**config.mk**
```make
export PLATFORM = sky130hd
export DESIGN_NAME = main_clk_switch
export DESIGN_NICKNAME = d
export VERILOG_FILES = /design/src/hw/main_clk_pkg.sv /design/src/hw/main_clk_switch.sv /design/src/hw/mode_ctrl_once.sv
export SDC_FILE = /design/constraint.sdc
export NUM_CORES = 1
export LEC_CHECK = 0
export ABC_AREA = 0
export BUFFER_PORTS_ARGS = -buffer_cell sky130_fd_sc_hd__buf_2
export CORE_UTILIZATION = 49
export DETAILED_ROUTE_END_ITERATION = 10
export PLACE_DENSITY = 0.76
export SLEW_MARGIN = 30
export SYNTH_ARGS = -nofsm -noshare
export SYNTH_HDL_FRONTEND = slang
export SYNTH_HIERARCHICAL = 1
export SYNTH_SLANG_ARGS = --single-unit
```
**constraint.sdc**
```tcl
create_clock -name I_SYS_CLK -period 1.9 [get_ports I_SYS_CLK]
set_clock_uncertainty 0.15 [all_clocks]
set_input_delay 0 -clock I_SYS_CLK [delete_from_list [all_inputs] [get_ports I_SYS_CLK]]
set_output_delay 0 -clock I_SYS_CLK [all_outputs]
set_load 0.02 [all_outputs]
```
**src/hw/main_clk_pkg.sv**
```systemverilog
package main_clk_pkg;

   // ---------------------------------------------------------------
   // system clock control byte layout
   // ---------------------------------------------------------------
   localparam int unsigned SCC_SELECT_BIT = 4;
   localparam int unsigned SCC_STATUS_BIT = 5;
   localparam logic [7:0]  SCC_RESET      = 8'h00;

   // ---------------------------------------------------------------
   // clock operation mode control byte layout
   // ---------------------------------------------------------------
   localparam int unsigned COM_EXT_INPUT_BIT = 7;
   localparam int unsigned COM_PIN_SEL_BIT   = 6;
   localparam logic [7:0]  COM_RESET         = 8'h00;

   // ---------------------------------------------------------------
   // reset values and switchover figures
   // ---------------------------------------------------------------
   localparam logic        SRC_INTERNAL    = 1'b0;
   localparam logic        SRC_HIGH_SPEED  = 1'b1;
   localparam int unsigned SWITCH_MIN_CLKS = 2;

   // switchover sequencer, one-hot
   typedef enum logic [2:0]
   {
      ST_RUN      = 3'b001,
      ST_WAIT_OLD = 3'b010,
      ST_WAIT_NEW = 3'b100
   } switch_state_type;

endpackage : main_clk_pkg

```
**src/hw/main_clk_switch.sv**
```systemverilog
`timescale 1ns/100ps
`default_nettype none

module main_clk_switch
   import main_clk_pkg::*;
(
   input  wire logic       I_SYS_CLK,
   input  wire logic       I_SRST,
   input  wire logic       i_INTERNAL_TICK,
   input  wire logic       i_HIGH_SPEED_TICK,
   input  wire logic       i_MAIN_CLK_SELECT,
   input  wire logic       i_INTERNAL_OSC_STOP,
   input  wire logic       i_HIGH_SPEED_SYS_OSC_STOP,
   input  wire logic       i_MODE_CTRL_WR,
   input  wire logic [7:0] i_MODE_CTRL_WDATA,
   input  wire logic       i_STOP_EXEC,
   input  wire logic       i_WAKE,
   output logic            o_CPU_TICK,
   output logic            o_PERIPH_TICK,
   output logic [7:0]      o_SYSTEM_CLOCK_CONTROL,
   output logic [7:0]      o_CLOCK_OP_MODE_CONTROL,
   output logic            o_INTERNAL_OSC_ENABLE,
   output logic            o_HIGH_SPEED_OSC_ENABLE,
   output logic            o_EXT_CLOCK_INPUT_ENABLE,
   output logic            o_STOP_MODE
);

   // ---------------------------------------------------------------
   // state
   // ---------------------------------------------------------------
   typedef struct packed
   {
      switch_state_type st;
      logic             src;      // active source, drives status
      logic             tgt;      // source being switched to
      logic             cpu_tick;
      logic             per_tick;
      logic             ih_en;
      logic             mx_en;
      logic             ext_en;
      logic             stop;
      logic [7:0]       mode;
   } clk_state_type;

   clk_state_type state_q;
   clk_state_type state_d;

   logic [7:0] mode_value;

   // tick of either source by its code
   function automatic logic pick_tick(input logic s, input logic ih, input logic mx);
      pick_tick = (s == SRC_HIGH_SPEED) ? mx : ih;
   endfunction : pick_tick

   // ---------------------------------------------------------------
   // write-once mode byte
   // ---------------------------------------------------------------
   mode_ctrl_once u_mode
   (
      .i_clk    (I_SYS_CLK),
      .i_srst   (I_SRST),
      .i_wr     (i_MODE_CTRL_WR),
      .i_wdata  (i_MODE_CTRL_WDATA),
      .o_value  (mode_value),
      .o_locked ()
   );

   logic old_tick;
   logic new_tick;
   assign old_tick = pick_tick(state_q.src, i_INTERNAL_TICK, i_HIGH_SPEED_TICK);
   assign new_tick = pick_tick(state_q.tgt, i_INTERNAL_TICK, i_HIGH_SPEED_TICK);

   // ---------------------------------------------------------------
   // switchover sequencer
   // ---------------------------------------------------------------
   // wait for an old edge, then hand over on the first new edge:
   // no runt pulse, and the wait is at most one old period plus one
   // new period, inside 2 old clocks (faster target) or 2*fold/fnew
   // old clocks rounded (slower target)
   always_comb
   begin
      state_d          = state_q;
      state_d.cpu_tick = 1'b0;
      state_d.mode     = mode_value;
      case (state_q.st)
         ST_RUN:
         begin
            state_d.cpu_tick = old_tick;
            if (i_MAIN_CLK_SELECT != state_q.src)
            begin
               state_d.tgt = i_MAIN_CLK_SELECT;
               state_d.st  = ST_WAIT_OLD;
            end
         end
         ST_WAIT_OLD:
         begin
            state_d.cpu_tick = old_tick;
            if (old_tick)
               state_d.st = ST_WAIT_NEW;
         end
         ST_WAIT_NEW:
         begin
            // gap until first target edge keeps latency inside the bound
            if (new_tick)
            begin
               state_d.cpu_tick = 1'b1;
               state_d.src      = state_q.tgt;
               state_d.st       = ST_RUN;
            end
         end
         default:
         begin
            state_d.st = ST_RUN;
         end
      endcase

      // stop gates the tick; a pending switch keeps advancing during stop
      if (i_STOP_EXEC)
         state_d.stop = 1'b1;
      else if (i_WAKE)
         state_d.stop = 1'b0;
      if (state_d.stop)
         state_d.cpu_tick = 1'b0;
      state_d.per_tick = state_d.cpu_tick;

      // oscillator enables; software keeps the stop-order rules,
      // the source in use ignores its stop request; stop mode still gates it, and a clear COM_PIN_SEL_BIT gates the high-speed one
      state_d.ih_en  = !state_d.stop
                       && (!i_INTERNAL_OSC_STOP || state_q.src == SRC_INTERNAL);
      state_d.mx_en  = !state_d.stop && mode_value[COM_PIN_SEL_BIT]
                       && (!i_HIGH_SPEED_SYS_OSC_STOP
                           || state_q.src == SRC_HIGH_SPEED);
      state_d.ext_en = state_d.mx_en && mode_value[COM_EXT_INPUT_BIT];
   end

   always_ff @(posedge I_SYS_CLK)
   begin
      if (I_SRST)
      begin
         state_q.st       <= ST_RUN;
         state_q.src      <= SRC_INTERNAL;
         state_q.tgt      <= SRC_INTERNAL;
         state_q.cpu_tick <= 1'b0;
         state_q.per_tick <= 1'b0;
         state_q.ih_en    <= 1'b1;
         state_q.mx_en    <= 1'b0;
         state_q.ext_en   <= 1'b0;
         state_q.stop     <= 1'b0;
         state_q.mode     <= COM_RESET;
      end
      else
      begin
         state_q <= state_d;
      end
   end

   // ---------------------------------------------------------------
   // outputs
   // ---------------------------------------------------------------
   always_comb
   begin
      o_SYSTEM_CLOCK_CONTROL                 = SCC_RESET;
      o_SYSTEM_CLOCK_CONTROL[SCC_STATUS_BIT] = state_q.src;
      o_SYSTEM_CLOCK_CONTROL[SCC_SELECT_BIT] = state_q.tgt;
   end

   assign o_CPU_TICK               = state_q.cpu_tick;
   assign o_PERIPH_TICK            = state_q.per_tick;
   assign o_CLOCK_OP_MODE_CONTROL  = state_q.mode;
   assign o_INTERNAL_OSC_ENABLE    = state_q.ih_en;
   assign o_HIGH_SPEED_OSC_ENABLE  = state_q.mx_en;
   assign o_EXT_CLOCK_INPUT_ENABLE = state_q.ext_en;
   assign o_STOP_MODE              = state_q.stop;
endmodule : main_clk_switch

`default_nettype wire

```
**src/hw/mode_ctrl_once.sv**
```systemverilog
`timescale 1ns/100ps
`default_nettype none

module mode_ctrl_once
   import main_clk_pkg::*;
(
   input  wire logic       i_clk,
   input  wire logic       i_srst,
   input  wire logic       i_wr,
   input  wire logic [7:0] i_wdata,
   output logic [7:0]      o_value,
   output logic            o_locked
);

   typedef struct packed
   {
      logic [7:0] value;
      logic       locked;
   } once_type;

   once_type state_q;
   once_type state_d;

   // ---------------------------------------------------------------
   // write-once byte
   // ---------------------------------------------------------------
   // first write after reset lands, every later one is dropped
   always_comb
   begin
      state_d = state_q;
      if (i_wr && !state_q.locked)
      begin
         state_d.value  = i_wdata;
         state_d.locked = 1'b1;
      end
   end

   always_ff @(posedge i_clk)
   begin
      if (i_srst)
      begin
         state_q.value  <= COM_RESET;
         state_q.locked <= 1'b0;
      end
      else
      begin
         state_q <= state_d;
      end
   end

   assign o_value  = state_q.value;
   assign o_locked = state_q.locked;
endmodule : mode_ctrl_once

`default_nettype wire

```
=== Yosys cells after proc, flatten, opt, wreduce, memory -nomap -nowiden ===
Cells that the tools add are included.

* $lt $le $gt $ge: 0
* Div/mod/pow operators: 0
* Equality and inequality tests: 7
* $mul: 0
* Reduce and logical (&&, ||, !) cells: 16
* Mux-type cells: 10
* Bitwise operators: 1
* Add/sub/neg operators: 0
* Shift-type cells: 0

{| class="wikitable"
|+ Operators by type and width
! kind !! count
|-
| 3-bit case mux with 3 select lines || 1
|-
| 3-bit two-way mux || 2
|-
| 2-bit != test, second input constant || 3
|-
| 1-bit logical AND || 5
|-
| 1-bit two-way mux || 5
|-
| 1-bit logical NOT || 4
|-
| 4-bit two-way mux || 1
|-
| 2-bit AND reduction || 2
|-
| 2-bit OR reduction || 2
|-
| 3-bit by 1-bit equality test with 1-bit output, second input constant || 1
|-
| 3-bit by 2-bit equality test with 1-bit output, second input constant || 1
|-
| 3-bit equality test, second input constant || 1
|-
| 3-bit AND reduction || 1
|-
| 1-bit logical OR || 2
|-
| 1-bit case mux with 2 select lines || 1
|-
| 1-bit != test || 1
|-
| 1-bit inverter || 1
|}

* Input bits: 18
* Register bits after elaboration: 27
* RAM bits: 0
* Bits in read-only memories: 0
* Memories: 0
* Output and inout bits: 22
* Bits in latches: 0
* Logic and storage cells: 45

=== Logic depth before layout (Yosys ltp) ===
* Depth after elaboration: 6
* Depth in mapped cells: 4
* Gate-level depth less buffers: 3

=== Cells and area by module ===
Netlist, hierarchy kept.

{| class="wikitable"
|+ By module, submodules not included
! module !! area each (um2) !! times used !! cells an instance !! sequential area each (um2)
|-
| main_clk_switch || 830.8 || 1 || 84 || 360.3
|-
| mode_ctrl_once || 411.6 || 1 || 37 || 180.2
|}

=== Worst setup path after synthesis ===
OpenSTA, ideal clock, no wires.

* Path type: register -> register
* Start point: reg state_q, in the netlist o_SYSTEM_CLOCK_CONTROL[4]
* End point: reg state_q[18] (netlist name)
* Arrival: 1.221 ns
* Stages on the path, launching flop included: 4
* Clock period less this slack: 1.451 ns
* Data required time: 1.671 ns
* Library setup time: 0.079 ns
* Buffers on the path: 0
* Slack: 0.449 ns
* Cells stage by stage: dfxtp_1 -> mux2_4 -> or3b_1 -> a211oi_2

* Cells in the longest elaborated chain, start to end: 3

{| class="wikitable"
|+ Ends and longest elaborated chain
! what !! RTL line !! text
|-
| start, declared || main_clk_switch.sv:45 || <nowiki>clk_state_type state_q;</nowiki>
|-
| start signal, assigned || main_clk_switch.sv:153 || <nowiki>state_q <= state_d;</nowiki>
|-
| 1-bit two-way mux || main_clk_switch.sv:52 || <nowiki>pick_tick = (s == SRC_HIGH_SPEED) ? mx : ih;</nowiki>
|-
| 2-bit != test (no line) || -- ||
|-
| 3-bit AND reduction (no line) || -- ||
|}

No other way between the ends.
A chain may end at the register's enable or synchronous reset.

==> flow_summary.json <==
{
  "antenna_left": 0,
  "grt_start_max_net_pins": 34,
  "reg2reg_slack_ns": 0.10,
  "timing.max_cap.violations": 0,
  "placed_cells": 166,
  "drt_pass1_iterations": 4,
  "num_io_pins": 40,
  "clk_latency_ns": 0.32,
  "min_path_cells": 3,
  "path_common_cell": "sky130_fd_sc_hd__dlygate4sd3_1",
  "instances_no_fill": 199,
  "fp.coreArea_sq_um": 2300,
  "cell_area_after_technology_mapping_sq_um": 1240,
  "cp_max_stage_delay_ns": 0.58,
  "cts_buffer_depth": 2,
  "yosysWarnings": 6,
  "grt_use_met3_pct": 3.19,
  "cpLargestDelayFamily": "buffers and inverters",
  "clkSlewWorstSetupHoldPaths_ns": 0.15,
  "layout_commonest_cell": "sky130_fd_sc_hd__buf_2",
  "filler_cell_count": 174,
  "setup-tns-final_ns": 0,
  "netlist-cell-type-count": 35,
  "postSynthRegisterBits": 27,
  "place.port_buffers": 33,
  "worst_r2r_startpoint": "state_q[17]",
  "cts_tree": "built",
  "fp.dieW_microns": 52.4,
  "hold_class": "input pin to flop",
  "final_layout_size_suffix_gt1_share_pct": 31.0,
  "route.final.wire_length_mm": 2.57,
  "drtIter0Drc": 17,
  "multi_input_comb_area_sq_um": 564,
  "critPathSlowestCell": "sky130_fd_sc_hd__dlygate4sd3_1",
  "internal_power_mw": 0.778,
  "layout_worst_path_cycle_share_pct": 95.1,
  "critPathRequiredTime_ns": 2.03,
  "track_usage_pct": 21.0,
  "p_sw_share_pct": 26.6,
  "clock_tree_root_buffer_cell": "sky130_fd_sc_hd__clkbuf_4",
  "timing_hold_violations_final": 0,
  "routed-via-count": 1008,
  "worst_setup_path_end_kind": "flop",
  "slew_viol_final": 0,
  "synthCells": 121,
  "setup_viol": 0,
  "seq_area_frac_synth_pct": 43.5,
  "worstReg2RegEnd": "o_SYSTEM_CLOCK_CONTROL[4]",
  "min_from": "i_STOP_EXEC",
  "met1_global_route_usage_pct": 20.8,
  "grt.busiest_layer": "met2",
  "power_density_nw_per_um2": 647,
  "finalNetCount": 190,
  "max_freq_mhz": 553,
  "syn_avg_cell_area_sq_um": 10.3,
  "final_critical_path_setup_slack_ns": 0.0925,
  "dpl_cell_area_sq_um": 1310,
  "clock_sink_count": 27,
  "grt_first_pass_wirelength_mm": 4.22,
  "outcome": "completed",
  "peakVddDrop_mv": 0.480,
  "power.sequential.fraction_pct": 58.2,
  "hold-path-endpoint": "o_PERIPH_TICK",
  "chipHeight_microns": 52.4,
  "cts.repair_timing.setup_buffer_count": 0,
  "cts_htree_levels": 1,
  "antenna_found_initial": 0,
  "post-route-cell-area_sq_um": 1640,
  "proportion_of_power_drawn_by_the_clock_network_pct": 23.3,
  "worst-endpoint-arrival_ns": 1.94,
  "timing.critical_path.cells": "dlygate4sd3_1, buf_2, nor2b_1, nor4b_2, dlygate4sd3_1",
  "drc": 0,
  "std_cell_rows": 17,
  "cts_inserted_buffers": 3,
  "routed_wire_length_per_instance_microns": 12.9,
  "use_met2_pct": 40.9,
  "crit_type": "input pin to flop",
  "area_delta_synth_final_pct": 31.8,
  "power.share.combinational_pct": 18.5,
  "setup.worst_path.start_class": "input pin",
  "rsz0062_at_grt": "false",
  "power_leakage_nw": 0.690,
  "finalWorstPathRequiredPeriod_ns": 1.81,
  "path_buf_inv": 3,
  "die_area_sq_um": 2740,
  "first_global_vias": 1015,
  "global_route.overflow_total": 0,
  "ff2ff_path_depth": 4,
  "post_drt_via_cell_ratio": 5.07,
  "antennaDiodeCount": 0,
  "layout.cells.most_common_list": "sky130_fd_sc_hd__buf_2 (33), sky130_fd_sc_hd__dlygate4sd3_1 (29), sky130_fd_sc_hd__dfxtp_1 (26)",
  "gp_congestion": 0.766,
  "worst-path-max-fanout": 33,
  "register_area_sq_um": 542,
  "total_switching_power_mw": 0.281,
  "dp_worst_setup_slack_ns": 0.353,
  "initial_core_util_pct": 54.1,
  "dp_hpwl_mm": 1.47
}
[repair_timing]
item / in CTS / in global routing
setup endpoints to repair: 0 / 2
resized for setup: 0 / 2
endpoints found under the hold margin: 23 / 0
hold buffers: 29 / 0
[cell type report]
class	count	share of cell area, %
clock buffer	3	1.38
clock inverter	1	0.458
inverter	3	0.688
multi-input combinational	75	34.5
sequential	27	33.1
tap	28	2.14
timing repair buffer	62	27.8
[through the flow]
stage	hold WS, ns	util, %	power, mW
6_report	0.282	71.3	1.06
5_1_grt	0.263	71.3	1.12
4_1_cts	0.247	71.0	1.06
3_5_place_dp	0.0725	57.0	0.776
3_3_place_gp	0.0726	57.0	0.771
2_1_floorplan	-0.0784	-	0.749
[registers in the layout, summed over array words and instances, names as in the netlist]
name                      flops
o_CLOCK_OP_MODE_CONTROL       8
o_EXT_CLOCK_INPUT_ENABLE      1
o_HIGH_SPEED_OSC_ENABLE       1
o_INTERNAL_OSC_ENABLE         1
o_PERIPH_TICK                 1
o_STOP_MODE                   1
o_SYSTEM_CLOCK_CONTROL        2
state_q                       3
u_mode/o_locked               1
u_mode/o_value                8
[cell usage after synthesis]
library cell	n	area [sq um]
sky130_fd_sc_hd__a21oi_1	1	5.00
sky130_fd_sc_hd__nor3b_2	1	12.5
sky130_fd_sc_hd__nand4bb_1	8	90.1
sky130_fd_sc_hd__o31ai_1	1	7.51
sky130_fd_sc_hd__a211oi_2	1	12.5
sky130_fd_sc_hd__nor2b_1	11	68.8
sky130_fd_sc_hd__a31o_1	1	8.76
sky130_fd_sc_hd__nand3b_1	1	7.51
sky130_fd_sc_hd__or3b_1	1	8.76
sky130_fd_sc_hd__o21ai_2	8	70.1
sky130_fd_sc_hd__a211oi_1	1	7.51
sky130_fd_sc_hd__o21a_1	1	7.51
sky130_fd_sc_hd__dfxtp_1	27	541
sky130_fd_sc_hd__and2b_4	1	10.0
sky130_fd_sc_hd__o21ai_0	1	5.00
sky130_fd_sc_hd__xnor2_1	1	8.76
sky130_fd_sc_hd__nand2_1	2	7.51
sky130_fd_sc_hd__mux2_4	1	15.0
sky130_fd_sc_hd__nand2b_1	8	50.1
sky130_fd_sc_hd__buf_4	19	143
sky130_fd_sc_hd__a2111oi_2	1	15.0
sky130_fd_sc_hd__nor4b_1	2	17.5
sky130_fd_sc_hd__and2_1	1	6.26
sky130_fd_sc_hd__buf_2	1	5.00
sky130_fd_sc_hd__mux2i_1	1	10.0
sky130_fd_sc_hd__nor2_1	5	18.8
sky130_fd_sc_hd__mux2_2	1	11.3
sky130_fd_sc_hd__inv_1	3	11.3
sky130_fd_sc_hd__nor3b_1	3	22.5
sky130_fd_sc_hd__nor4_1	1	6.26
sky130_fd_sc_hd__o21ai_1	1	5.00
sky130_fd_sc_hd__clkbuf_1	1	3.75
sky130_fd_sc_hd__conb_1	1	3.75
sky130_fd_sc_hd__a21o_1	2	15.0
sky130_fd_sc_hd__nor3_1	1	5.00
[power by group through the flow]
stage          registers [mW]  clock network, mW  logic (mW)
2_1_floorplan           0.625                  0       0.124
3_3_place_gp            0.625                  0       0.146
3_5_place_dp            0.628                  0       0.148
4_1_cts                 0.615              0.259       0.190
5_1_grt                 0.621              0.283       0.211
6_report                0.616              0.247       0.196
[layer usage]
metal / routed length [microns] / vias to the layer above
li1: - / 492
met1: 988 / 470
met3: 122 / 8
met4: 69 / 0
met5: 0 / -
met2: 1390 / 38
[cell families (layout without fill, tap and decap cells)]
group	count (synthesis)	count (layout)	share of synthesized area, %
buffers and inverters	24	69	13.1
DFF	27	27	43.5
muxes	3	3	2.92
and+or+nand+nor	46	46	26.7
other	1	6	0.302
AOI/OAI and AO/OA	19	19	12.8
xor gates and xnor gates	1	1	0.705
[worst register-to-register path: cells and delay by family (launching register included)]
kind / cells / cell delay, ns
muxes: 1 / 0.21
AOI/OAI and AO/OA: 1 / 0.07
DFF: 1 / 0.42
buffers and inverters: 1 / 0.58
and+or+nand+nor: 1 / 0.29
[worst max-delay path by stage]
| stage | from | end | depth (start not counted) | slack (ns) |
|---|---|---|---|---|
| floorplan | o_SYSTEM_CLOCK_CONTROL[4] | state_q[18] | 3 | 0.45 |
| global placement | o_SYSTEM_CLOCK_CONTROL[4] | state_q[18] | 3 | 0.43 |
| detailed placement | o_SYSTEM_CLOCK_CONTROL[4] | state_q[18] | 3 | 0.35 |
| CTS | state_q[16] | o_SYSTEM_CLOCK_CONTROL[4] | 4 | 0.04 |
| global route | I_SRST | o_HIGH_SPEED_OSC_ENABLE | 5 | 0.01 |
| finish | I_SRST | o_HIGH_SPEED_OSC_ENABLE | 5 | 0.09 |
Power figures use the tool's default switching activity.
